`config.mk`:
```
export PLATFORM = sky130hd
export DESIGN_NAME = lmio_top
export DESIGN_NICKNAME = d
export VERILOG_FILES = /design/src/hw/lmio_pkg.sv /design/src/hw/lmio_top.sv /design/src/hw/lmio_sync.sv
export SDC_FILE = /design/constraint.sdc
export NUM_CORES = 1
export LEC_CHECK = 0
export BUFFER_PORTS_ARGS = -buffer_cell sky130_fd_sc_hd__clkbuf_2
export CAP_MARGIN = 20
export CORE_MARGIN = 5
export CORE_UTILIZATION = 30
export CTS_CLUSTER_SIZE = 12
export DETAILED_ROUTE_END_ITERATION = 8
export PLACE_DENSITY = 0.57
export SLEW_MARGIN = 20
export SYNTH_ARGS = -nofsm -noshare
export SYNTH_HDL_FRONTEND = slang
export SYNTH_SLANG_ARGS = --single-unit
export TNS_END_PERCENT = 5
```
`constraint.sdc`:
```
create_clock -name hclk -period 2.3 [get_ports hclk]
set_clock_uncertainty 0.05 [all_clocks]
set_input_delay 0.46 -clock hclk [delete_from_list [all_inputs] [get_ports hclk]]
set_output_delay 0.46 -clock hclk [all_outputs]
set_load 0.02 [all_outputs]
```
`src/hw/lmio_pkg.sv`:
```
package lmio_pkg;

  // ----------------------------------------------------------------
  // Clock and timing
  // ----------------------------------------------------------------
  localparam int CLK_HZ = 20_000_000;
  localparam int CLK_MHZ = 20;
  localparam int PEDAL_MIN_MS = 100;
  localparam int PEDAL_CYC = PEDAL_MIN_MS * (CLK_HZ / 1000);
  localparam int HOME_STEP_HZ = 1000;
  localparam int HOME_DIV_CYC = CLK_HZ / HOME_STEP_HZ;
  localparam int STEP_PULSE_NS = 5000;
  localparam int STEP_PULSE_CYC = (STEP_PULSE_NS * CLK_MHZ + 999) / 1000;
  localparam int PWM_PRESCALE = 4;
  localparam int CNT_W = 24;
  localparam int PULSE_W = 8;

  // ----------------------------------------------------------------
  // Register offsets
  // ----------------------------------------------------------------
  localparam logic [7:0] REG_CTRL = 8'h00;
  localparam logic [7:0] REG_AXIS = 8'h04;
  localparam logic [7:0] REG_CMD = 8'h08;
  localparam logic [7:0] REG_PWM0 = 8'h0C;
  localparam logic [7:0] REG_PWM1 = 8'h10;
  localparam logic [7:0] REG_STATUS = 8'h14;
  localparam logic [7:0] REG_INPUTS = 8'h18;

  // ----------------------------------------------------------------
  // Field positions and reset values
  // ----------------------------------------------------------------
  localparam int CTRL_DOOR_EN = 0;
  localparam int CTRL_COOL_EN = 1;
  localparam int CTRL_RF = 3;
  localparam logic [4:0] CTRL_RST = 5'h00;
  localparam int AXIS_DIR_INV = 0;
  localparam int AXIS_STEP_RISE = 4;
  localparam int AXIS_LIM_HIGH = 8;
  localparam logic [15:0] AXIS_RST = 16'h0000;
  localparam int CMD_START_PAUSE = 0;
  localparam int CMD_STOP = 1;
  localparam int CMD_HOME = 4;
  localparam int ST_STATE = 0;
  localparam int ST_DOOR = 3;
  localparam int ST_COOL_WARN = 4;
  localparam int ST_HOMING = 8;
  localparam int IN_LIMIT = 0;
  localparam int IN_PEDAL = 8;
  localparam int IN_SPARE = 9;
  localparam int IN_FIRE = 10;
  localparam logic [7:0] PWM_RST = 8'h00;

  typedef enum logic [2:0] {
    WS_IDLE = 3'b001,
    WS_RUN = 3'b010,
    WS_SUSP = 3'b100
  } lmio_work_t;

endpackage : lmio_pkg

```
`src/hw/lmio_top.sv`:
```
// How it works
// - Pedal is active low; press accepted after 100 ms of steady low.
// - Accepted pedal press acts as start/pause: start, suspend, resume.
// - A press starting under 100 ms after the previous press is ignored.
// - Door guard has an enable; when disabled its input is not looked at.
// - Enabled door guard high or floating suspends work and kills laser.
// - Manual fire low turns lasers on; high or open leaves them to work_running and laser_req.
// - Each limit has a polarity bit; default low means at limit, LED lit.
// - Minus limit is the zero end of travel, plus limit the maximum end.
// - Four axes X, Y, Z, U, each with one direction and one step output.
// - Each axis direction output has a selectable polarity.
// - Homing steps an axis toward origin until its minus limit trips.
// - Step active edge selectable falling or rising; falling after reset.
// - Two laser channels, each with enable, PWM and coolant guard input.
// - RF type leaves enable idle; glass tube uses enable, active low.
// - Channel PWM drives RF modulation or tube power-setting input.
// - Enabled coolant guard high kills both lasers, suspends work, warns.
// - Disabled coolant guard input is not monitored and may float.
`timescale 1ns/1ps
module lmio_top #(
  parameter int PEDAL_CYCLES = lmio_pkg::PEDAL_CYC,
  parameter int HOME_DIV = lmio_pkg::HOME_DIV_CYC
) (
  input wire logic hclk,
  input wire logic hresetn,
  input wire logic hsel,
  input wire logic [31:0] haddr,
  input wire logic [1:0] htrans,
  input wire logic hwrite,
  input wire logic [2:0] hsize,
  input wire logic [31:0] hwdata,
  input wire logic hready,
  output logic hreadyout,
  output logic [31:0] hrdata,
  output logic hresp,
  input wire logic pedal_in,
  input wire logic door_guard_in,
  input wire logic fire_in,
  input wire logic spare_in,
  input wire logic [3:0] axis_min_limit,
  input wire logic [3:0] axis_max_limit,
  input wire logic [1:0] coolant_guard_in,
  input wire logic [3:0] step_req,
  input wire logic [3:0] step_dir,
  input wire logic [1:0] laser_req,
  output logic [3:0] axis_dir_out,
  output logic [3:0] axis_step_out,
  output logic [1:0] laser_enable_out_n,
  output logic [1:0] laser_power_pwm,
  output logic [7:0] limit_led,
  output logic [1:0] coolant_warn,
  output logic work_running,
  output logic work_suspended
);
  import lmio_pkg::*;

  // ----------------------------------------------------------------
  // Input synchronizers
  // ----------------------------------------------------------------
  localparam int NIN = 14;
  logic [NIN-1:0] raw_in;
  logic [NIN-1:0] syn;
  logic pedal_s, door_s, fire_s, spare_s;
  logic [3:0] min_s, max_s;
  logic [1:0] cool_s;

  assign raw_in = {pedal_in, door_guard_in, fire_in, spare_in,
                   axis_min_limit, axis_max_limit, coolant_guard_in};

  lmio_sync #(.W(NIN)) u_sync (
    .hclk(hclk),
    .hresetn(hresetn),
    .async_in(raw_in),
    .sync_out(syn)
  );

  assign {pedal_s, door_s, fire_s, spare_s, min_s, max_s, cool_s} = syn;

  // ----------------------------------------------------------------
  // Registers and bus slave
  // ----------------------------------------------------------------
  logic [4:0] ctrl_q;
  logic [15:0] axis_q;
  logic [7:0] duty_q [2];
  logic [1:0] warn_q;
  logic [3:0] home_q;
  lmio_work_t state_q;
  logic wr_pend_q;
  logic [7:0] wr_addr_q;
  logic [31:0] rdata_q;
  logic addr_ok;
  logic wr_now;
  logic cmd_wr;
  logic sw_toggle, sw_stop;
  logic [3:0] sw_home;
  logic [3:0] lim_min, lim_max;

  function automatic logic [31:0] read_mux(input logic [7:0] a);
    logic [31:0] v;
    v = 32'h00000000;
    unique case (a)
      REG_CTRL: v[4:0] = ctrl_q;
      REG_AXIS: v[15:0] = axis_q;
      REG_PWM0: v[7:0] = duty_q[0];
      REG_PWM1: v[7:0] = duty_q[1];
      REG_STATUS: begin
        v[ST_STATE +: 3] = state_q;
        v[ST_DOOR] = ctrl_q[CTRL_DOOR_EN] & door_s;
        v[ST_COOL_WARN +: 2] = warn_q;
        v[ST_HOMING +: 4] = home_q;
      end
      REG_INPUTS: begin
        v[IN_LIMIT +: 8] = limit_led;
        v[IN_PEDAL] = ~pedal_s;
        v[IN_SPARE] = spare_s;
        v[IN_FIRE] = ~fire_s;
      end
      default: v = 32'h00000000;
    endcase
    return v;
  endfunction : read_mux

  assign addr_ok = hsel & htrans[1] & hready;
  assign hreadyout = 1'b1;
  assign hresp = 1'b0;
  assign hrdata = rdata_q;
  assign wr_now = wr_pend_q;
  assign cmd_wr = wr_now && (wr_addr_q == REG_CMD);
  assign sw_toggle = cmd_wr & hwdata[CMD_START_PAUSE];
  assign sw_stop = cmd_wr & hwdata[CMD_STOP];
  assign sw_home = cmd_wr ? hwdata[CMD_HOME +: 4] : 4'h0;

  always_ff @(posedge hclk or negedge hresetn) begin
    if (!hresetn) begin
      wr_pend_q <= 1'b0;
      wr_addr_q <= 8'h00;
      rdata_q <= 32'h00000000;
    end else begin
      wr_pend_q <= addr_ok & hwrite;
      if (addr_ok) begin
        wr_addr_q <= {haddr[7:2], 2'b00};
        rdata_q <= hwrite ? 32'h00000000 : read_mux({haddr[7:2], 2'b00});
      end
    end
  end

  always_ff @(posedge hclk or negedge hresetn) begin
    if (!hresetn) begin
      ctrl_q <= CTRL_RST;
      axis_q <= AXIS_RST;
      duty_q[0] <= PWM_RST;
      duty_q[1] <= PWM_RST;
    end else if (wr_now) begin
      unique case (wr_addr_q)
        REG_CTRL: ctrl_q <= hwdata[4:0];
        REG_AXIS: axis_q <= hwdata[15:0];
        REG_PWM0: duty_q[0] <= hwdata[7:0];
        REG_PWM1: duty_q[1] <= hwdata[7:0];
        default: ;
      endcase
    end
  end

  // ----------------------------------------------------------------
  // Protection
  // ----------------------------------------------------------------
  logic door_trip;
  logic [1:0] cool_trip;
  logic protect;

  assign door_trip = ctrl_q[CTRL_DOOR_EN] & door_s;
  assign cool_trip = ctrl_q[CTRL_COOL_EN +: 2] & cool_s;
  assign protect = door_trip | (|cool_trip);

  // Sticky warning, write one to clear, a new trip beats the clear
  always_ff @(posedge hclk or negedge hresetn) begin
    if (!hresetn) begin
      warn_q <= 2'b00;
    end else begin
      for (int i = 0; i < 2; i++) begin
        if (cool_trip[i]) begin
          warn_q[i] <= 1'b1;
        end else if (wr_now && wr_addr_q == REG_STATUS && hwdata[ST_COOL_WARN + i]) begin
          warn_q[i] <= 1'b0;
        end
      end
    end
  end

  // ----------------------------------------------------------------
  // Pedal qualification
  // ----------------------------------------------------------------
  logic pedal_prev_q;
  logic press_start;
  logic pressed;
  logic [CNT_W-1:0] gap_q;
  logic [CNT_W-1:0] hold_q;
  logic press_ok_q;
  logic pedal_ok;

  assign pressed = ~pedal_s;
  assign press_start = pedal_prev_q & ~pedal_s;
  assign pedal_ok = pressed & press_ok_q & (hold_q == CNT_W'(PEDAL_CYCLES - 1));

  always_ff @(posedge hclk or negedge hresetn) begin
    if (!hresetn) begin
      pedal_prev_q <= 1'b1;
      gap_q <= '1;
      press_ok_q <= 1'b0;
    end else begin
      pedal_prev_q <= pedal_s;
      if (press_start) begin
        press_ok_q <= (gap_q >= CNT_W'(PEDAL_CYCLES));
        gap_q <= '0;
      end else if (gap_q < CNT_W'(PEDAL_CYCLES)) begin
        gap_q <= gap_q + CNT_W'(1);
      end
    end
  end

  always_ff @(posedge hclk or negedge hresetn) begin
    if (!hresetn) begin
      hold_q <= '0;
    end else if (!pressed) begin
      hold_q <= '0;
    end else if (hold_q < CNT_W'(PEDAL_CYCLES)) begin
      hold_q <= hold_q + CNT_W'(1);
    end
  end

  // ----------------------------------------------------------------
  // Work state
  // ----------------------------------------------------------------
  logic toggle;

  assign toggle = pedal_ok | sw_toggle;

  always_ff @(posedge hclk or negedge hresetn) begin
    if (!hresetn) begin
      state_q <= WS_IDLE;
    end else begin
      unique case (state_q)
        WS_IDLE: begin
          if (toggle && !protect) begin
            state_q <= WS_RUN;
          end
        end
        WS_RUN: begin
          if (sw_stop) begin
            state_q <= WS_IDLE;
          end else if (toggle || protect) begin
            state_q <= WS_SUSP;
          end
        end
        WS_SUSP: begin
          if (sw_stop) begin
            state_q <= WS_IDLE;
          end else if (toggle && !protect) begin
            state_q <= WS_RUN;
          end
        end
        default: state_q <= WS_IDLE;
      endcase
    end
  end

  assign work_running = (state_q == WS_RUN);
  assign work_suspended = (state_q == WS_SUSP);

  // ----------------------------------------------------------------
  // Limits and homing
  // ----------------------------------------------------------------
  logic [CNT_W-1:0] home_div_q;
  logic home_tick;

  always_comb begin
    for (int i = 0; i < 4; i++) begin
      lim_min[i] = min_s[i] ^ axis_q[AXIS_LIM_HIGH + 2*i] ^ 1'b1;
      lim_max[i] = max_s[i] ^ axis_q[AXIS_LIM_HIGH + 2*i + 1] ^ 1'b1;
    end
  end

  always_ff @(posedge hclk or negedge hresetn) begin
    if (!hresetn) begin
      limit_led <= 8'h00;
    end else begin
      for (int i = 0; i < 4; i++) begin
        limit_led[2*i] <= lim_min[i];
        limit_led[2*i+1] <= lim_max[i];
      end
    end
  end

  assign home_tick = (home_div_q == CNT_W'(HOME_DIV - 1));

  always_ff @(posedge hclk or negedge hresetn) begin
    if (!hresetn) begin
      home_div_q <= '0;
    end else if (home_tick) begin
      home_div_q <= '0;
    end else begin
      home_div_q <= home_div_q + CNT_W'(1);
    end
  end

  always_ff @(posedge hclk or negedge hresetn) begin
    if (!hresetn) begin
      home_q <= 4'h0;
    end else begin
      for (int i = 0; i < 4; i++) begin
        if (lim_min[i]) begin
          home_q[i] <= 1'b0;
        end else if (sw_home[i] && state_q == WS_IDLE) begin
          home_q[i] <= 1'b1;
        end
      end
    end
  end

  // ----------------------------------------------------------------
  // Step and direction outputs
  // ----------------------------------------------------------------
  logic [PULSE_W-1:0] pulse_q [4];
  logic [3:0] ldir_q;
  logic [3:0] trig;
  logic [3:0] trig_dir;

  always_comb begin
    for (int i = 0; i < 4; i++) begin
      if (home_q[i]) begin
        trig[i] = home_tick & ~lim_min[i];
        trig_dir[i] = 1'b0;
      end else begin
        trig[i] = work_running & step_req[i] & ~(step_dir[i] ? lim_max[i] : lim_min[i]);
        trig_dir[i] = step_dir[i];
      end
    end
  end

  always_ff @(posedge hclk or negedge hresetn) begin
    if (!hresetn) begin
      ldir_q <= 4'h0;
      for (int i = 0; i < 4; i++) begin
        pulse_q[i] <= '0;
      end
    end else begin
      for (int i = 0; i < 4; i++) begin
        if (pulse_q[i] != '0) begin
          pulse_q[i] <= pulse_q[i] - PULSE_W'(1);
        end else if (trig[i]) begin
          pulse_q[i] <= PULSE_W'(STEP_PULSE_CYC);
          ldir_q[i] <= trig_dir[i];
        end
      end
    end
  end

  always_ff @(posedge hclk or negedge hresetn) begin
    if (!hresetn) begin
      axis_step_out <= 4'hF;
      axis_dir_out <= 4'h0;
    end else begin
      for (int i = 0; i < 4; i++) begin
        axis_step_out[i] <= (pulse_q[i] != '0) ~^ axis_q[AXIS_STEP_RISE + i];
        axis_dir_out[i] <= ldir_q[i] ^ axis_q[AXIS_DIR_INV + i];
      end
    end
  end

  // ----------------------------------------------------------------
  // Laser channels
  // ----------------------------------------------------------------
  logic [1:0] pre_q;
  logic [7:0] pwm_cnt_q;
  logic [1:0] laser_on;

  always_ff @(posedge hclk or negedge hresetn) begin
    if (!hresetn) begin
      pre_q <= 2'b00;
      pwm_cnt_q <= 8'h00;
    end else if (pre_q == 2'(PWM_PRESCALE - 1)) begin
      pre_q <= 2'b00;
      pwm_cnt_q <= pwm_cnt_q + 8'h01;
    end else begin
      pre_q <= pre_q + 2'h1;
    end
  end

  always_comb begin
    for (int i = 0; i < 2; i++) begin
      laser_on[i] = ~protect & (~fire_s | (work_running & laser_req[i]));
    end
  end

  always_ff @(posedge hclk or negedge hresetn) begin
    if (!hresetn) begin
      laser_enable_out_n <= 2'b11;
      laser_power_pwm <= 2'b00;
    end else begin
      for (int i = 0; i < 2; i++) begin
        laser_enable_out_n[i] <= ctrl_q[CTRL_RF + i] | ~laser_on[i];
        laser_power_pwm[i] <= laser_on[i] & (pwm_cnt_q < duty_q[i]);
      end
    end
  end

  assign coolant_warn = warn_q;

endmodule : lmio_top

```
`src/hw/lmio_sync.sv`:
```
`timescale 1ns/1ps
module lmio_sync #(
  parameter int W = 1
) (
  input wire logic hclk,
  input wire logic hresetn,
  input wire logic [W-1:0] async_in,
  output logic [W-1:0] sync_out
);

  logic [W-1:0] meta_q;
  logic [W-1:0] sync_q;

  // Two flops; only the second stage leaves this module
  always_ff @(posedge hclk or negedge hresetn) begin
    if (!hresetn) begin
      meta_q <= '1;
      sync_q <= '1;
    end else begin
      meta_q <= async_in;
      sync_q <= meta_q;
    end
  end

  assign sync_out = sync_q;

endmodule : lmio_sync

```
Yosys cells after proc, flatten, opt, wreduce, memory -nomap -nowiden
Index checks and enable logic that the tools add are counted.
Word-level totals
  register bits: 253
  output and inout bits: 58
  input bits: 98
Cells by class
  bitwise logic cells: 71
  equal/unequal tests: 21
  multiplexer cells: 51
  magnitude comparators: 5
  reductions and logical operators: 34
  $add $sub $neg: 9
Operators with widths (count)
  2-to-1 mux 24 bit: 5
  adder 24 x 1 -> 24 bit, second input constant: 3
  2-to-1 mux 8 bit: 8
  < comparator 24 x 21 -> 1 bit, second input constant: 2
  nonzero test 8 bit: 4
  subtractor 8 x 1 -> 8 bit, second input constant: 4
  == test 6 x 3 -> 1 bit, second input constant: 5
  one-hot mux 5 bit (6 select lines): 1
  AND 1 bit: 27
  == test 24 x 15 -> 1 bit, second input constant: 1
  == test 24 x 21 -> 1 bit, second input constant: 1
  greater-or-equal comparator 24 x 21 -> 1 bit, second input constant: 1
  2-to-1 mux 1 bit: 24
  inverter 1 bit: 21
  == test 6 x 2 -> 1 bit, second input constant: 3
  one-hot mux 3 bit (3 select lines): 2
  < comparator 8 bit: 2
  2-to-1 mux 16 bit: 1
  AND reduction 2 bit: 8
  nonzero test 2 bit: 8
  == test 6 x 1 -> 1 bit, second input constant: 2
  2-to-1 mux 3 bit: 4
  bitwise XOR 1 bit: 12
  logical AND 1 bit: 9
  21 further kinds: 33

Longest topological paths before layout
  depth after elaboration: 8
  depth in mapped cells: 7

Modules after synthesis
From an unflattened synthesis, not the netlist that was laid out.
Second synthesis, totals
  cells, all modules: 1003
  area, all modules: 11103.1 µm²
Modules (own cells, without submodules)
  lmio_top: cells an instance 975, seq. area each 5270.1 µm², area each 10367.4 µm², instances 1
  lmio_sync: cells an instance 28, seq. area each 735.7 µm², area each 735.7 µm², instances 1

Least setup slack after synthesis
OpenSTA, ideal clock, no wires.
  path kind: reg2reg
  from: register wr_addr_q[5]
  to: register axis_q[10]
  path slack: 0.165 ns
  arrival: 1.960 ns
  library setup time: 0.125 ns
  cell stages (with the launch flop): 8
  buffers on the path: 2
  period minus slack after synthesis: 2.135 ns
  cells stage by stage: dfrtp_1 -> or4b_1 -> buf_2 -> nor2_1 -> nand2_1 -> nor2_4 -> buf_4 -> mux2_2
On the way
  longest elaborated chain between the ends: 2
RTL lines
  from (decl): RTL line lmio_top.sv:89  | logic [7:0] wr_addr_q;
  from (signal assigned): RTL line lmio_top.sv:141  | wr_addr_q <= {haddr[7:2], 2'b00};
  == test 6 x 1 -> 1 bit: RTL line lmio_top.sv:154  | unique case (wr_addr_q)
  AND reduction 2 bit (no line)
  to (signal assigned): RTL line lmio_top.sv:156  | REG_AXIS: axis_q <= hwdata[15:0];
  to (decl): RTL line lmio_top.sv:83  | logic [15:0] axis_q;
No other way between the ends.
A chain may end at the register's enable or synchronous reset.

Worst setup path after layout
  from: register state_q[0]
  to: output work_running
On the way
  longest elaborated chain between the ends: 1
RTL lines
  from (decl): RTL line lmio_top.sv:87  | lmio_work_t state_q;
  from (signal assigned): RTL line lmio_top.sv:240  | state_q <= WS_IDLE;
  from (signal assigned): RTL line lmio_top.sv:245  | state_q <= WS_RUN;
  from (signal assigned): RTL line lmio_top.sv:250  | state_q <= WS_IDLE;
  == test 3 x 2 -> 1 bit: RTL line lmio_top.sv:267  | assign work_running = (state_q == WS_RUN);
  to (decl): RTL line lmio_top.sv:52  | output logic work_running,
No other way between the ends.

==> metrics.yaml <==
p_sw_frac: 0.256
ys.flop_type: "dfrtp_1"
place_congestion: 0.828
rows: 70
fin_crit_ns: 2.27
startpoint_type: "flop"
clock_sinks: 237
grt_pass1_wl_mm: 45.6
crit_end: "work_running"
syn_inst: 1037
worstHoldPathCells: 3
drt_wl_total_mm: 28.1
setup_viol: 0
synthToLayoutAreaGrowth_pct: 20.3
synth_top_area_cell: "dfrtp_1"
end_kind: "output pin"
grt_use_total: 0.137
nNetsFinal: 1307
core_area_um2: 36600
switchingPower_uw: 2550
r2r_cells: 5
synth_area_leaders: "dfrtp_1, dfstp_2, mux2_2, nand2_1, ha_1"
grt_pass1_vias: 8210
dr_total_vias: 8158
critPathRequiredTime_ns: 1.79
hpwl_mm: 20.9
layout_common_cells: "dfrtp_1, nand2_1, clkbuf_2"
syn_avg_cell_area_um2: 10.7
power_uw: 9960
comb_power_share: 0.097
fp.dieW_um: 203
synth_cell_types: 74
vias_per_cell: 4.89
cts_max_path_buffers: 3
portBuffers: 91
ios: 156
drtPass1Iterations: 5
p_seq_frac: 0.475
leakagePower_uw: 0.00604
synth_edf_count: 0
ys_seq_area_frac: 0.539
ff2ff_setup_slack_ns: 0.08
tritoncts: "built"
clkTransAtPathRegs_ns: 0.06
syn_area_um2: 11100
cap_violations: 0
outcome: "complete, no violations"
hold_viol_final: 0
critPathMaxFanout: 5
power.internal_uw: 7410
period_share: 0.985
cts-root-buf: "clkbuf_16"
r2r-start: "hold_q[11]"
die_area_um2: 41100
relSlewSlack: 0.620
drt_first_iter_violations: 406
path_class: "reg -> out"
yosys_warnings: 0
start_util: 0.304
async_flop_share: 1.00
p_clk_frac: 0.428
overflow: 0
r2r-end: "hold_q[5]"
tightest_slew_ns: 0.566
numCtsBuffers: 27
maxSlewViolCount: 0
grt_max_degree: 47
ys_ff_latch: 237
rsz0062_at_grt: "true"
antenna_cells: 0
fmax_mhz: 441
power_density_nw_per_um2: 743
clock_latency_ns: 0.54
irDropWorstVdd_v: 0.000428
cts_setup_buffers: 0
drt.antenna.violating_nets: 0
htree_levels: 1
fp.dieH_um: 203
arrival_ns: 1.76
hold_path_class: "in -> reg"
final_common_cell: "dfrtp_1"
fin_util: 0.366
synth_top_area_frac: 0.398
startpoint: "state_q[0]"
antenna_found_initial: 1
wl_per_cell_um: 16.8
drc: 0
hold_path_startpoint: "haddr[4]"
drive_gt1_frac: 0.246
-- registers in the layout, indices dropped and copies added (netlist names), 16 cells and up --
signal      cells
pulse_q        32
gap_q          24
hold_q         24
home_div_q     24
axis_q         16
duty_q         16
hrdata         16
-- how the worst min path moves through the flow --
stage / endpoint
after floorplan: axis_dir_out[0]
after global placement: u_sync.sync_out[4]
after detailed placement: u_sync.sync_out[5]
after CTS: wr_addr_q[4]
after global routing: axis_q[8]
final: wr_addr_q[4]
-- cell usage after synthesis (all sizes together), types with 29 or more instances --
master,count
nor2,67
dfstp,60
o21ai,51
mux2,40
xnor2,40
a21oi,41
nand3,29
inv,42
nand2,112
dfrtp,177
-- logic make-up (layout without fill, tap and decap cells) --
family,Yosys count,in the layout,share of synthesized area
fa+ha+maj,28,28,0.0315
buf+inv,91,240,0.0383
xor+xnor,68,68,0.0535
mux,46,46,0.0458
other cells,2,18,0.000674
compound gates,174,174,0.103
simple gates,391,391,0.188
flops,237,237,0.539
-- final cells by class --
| cell class | count | area (µm²) |
|---|---|---|
| timing repair buffer | 148 | 993 |
| sequential | 237 | 6010 |
| multi-input combinational | 725 | 4780 |
| clock buffer | 42 | 782 |
| inverter | 42 | 158 |
| tap | 468 | 586 |
| fill | 3621 | 23200 |
| clock inverter | 8 | 93.8 |
-- power by group through the flow --
| stage | Clock [µW] | Combinational [µW] | Sequential, µW |
|---|---|---|---|
| 2_1_floorplan | 0 | 456 | 4810 |
| 3_3_place_gp | 0 | 943 | 4800 |
| 3_5_place_dp | 0 | 954 | 4810 |
| 4_1_cts | 4390 | 980 | 4740 |
| 5_1_grt | 4590 | 1080 | 4760 |
| 6_report | 4260 | 963 | 4730 |
-- per-layer routing --
layer / wire length (µm) / up-vias / global-route usage
met5: 13 / - / 0
met3: 1310 / 36 / 0.0248
met1: 13400 / 4017 / 0.194
met4: 495 / 2 / 0.0335
li1: - / 3945 / -
met2: 12900 / 158 / 0.218
-- per-stage QoR --
stage	cells	area [µm²]	worst slack [ns]	TNS (ns)	hold slack, ns
after global placement	1605	12400	0.0958	0	0.296
after CTS	1670	13400	0.00565	0	0.0854
after detailed placement	1605	12400	0.0537	0	0.297
final	1670	13400	0.0334	0	0.114
after global routing	1670	13400	-0.0110	-0.0130	0.108
after floorplan	1053	11200	0.165	0	0.114
-- critical path: stages, from the launching register on --
cell and delay [ns]:
dfstp_2 0.41, nor3b_4 0.43, buf_4 0.22, clkbuf_2 0.17
-- repair_timing --
action / CTS / global route
gates resized for setup: 0 / 5
setup endpoints to repair: 0 / 9
hold buffers: 15 / 0
hold endpoints to repair: 53 / 0
Power figures use the tool's default switching activity.
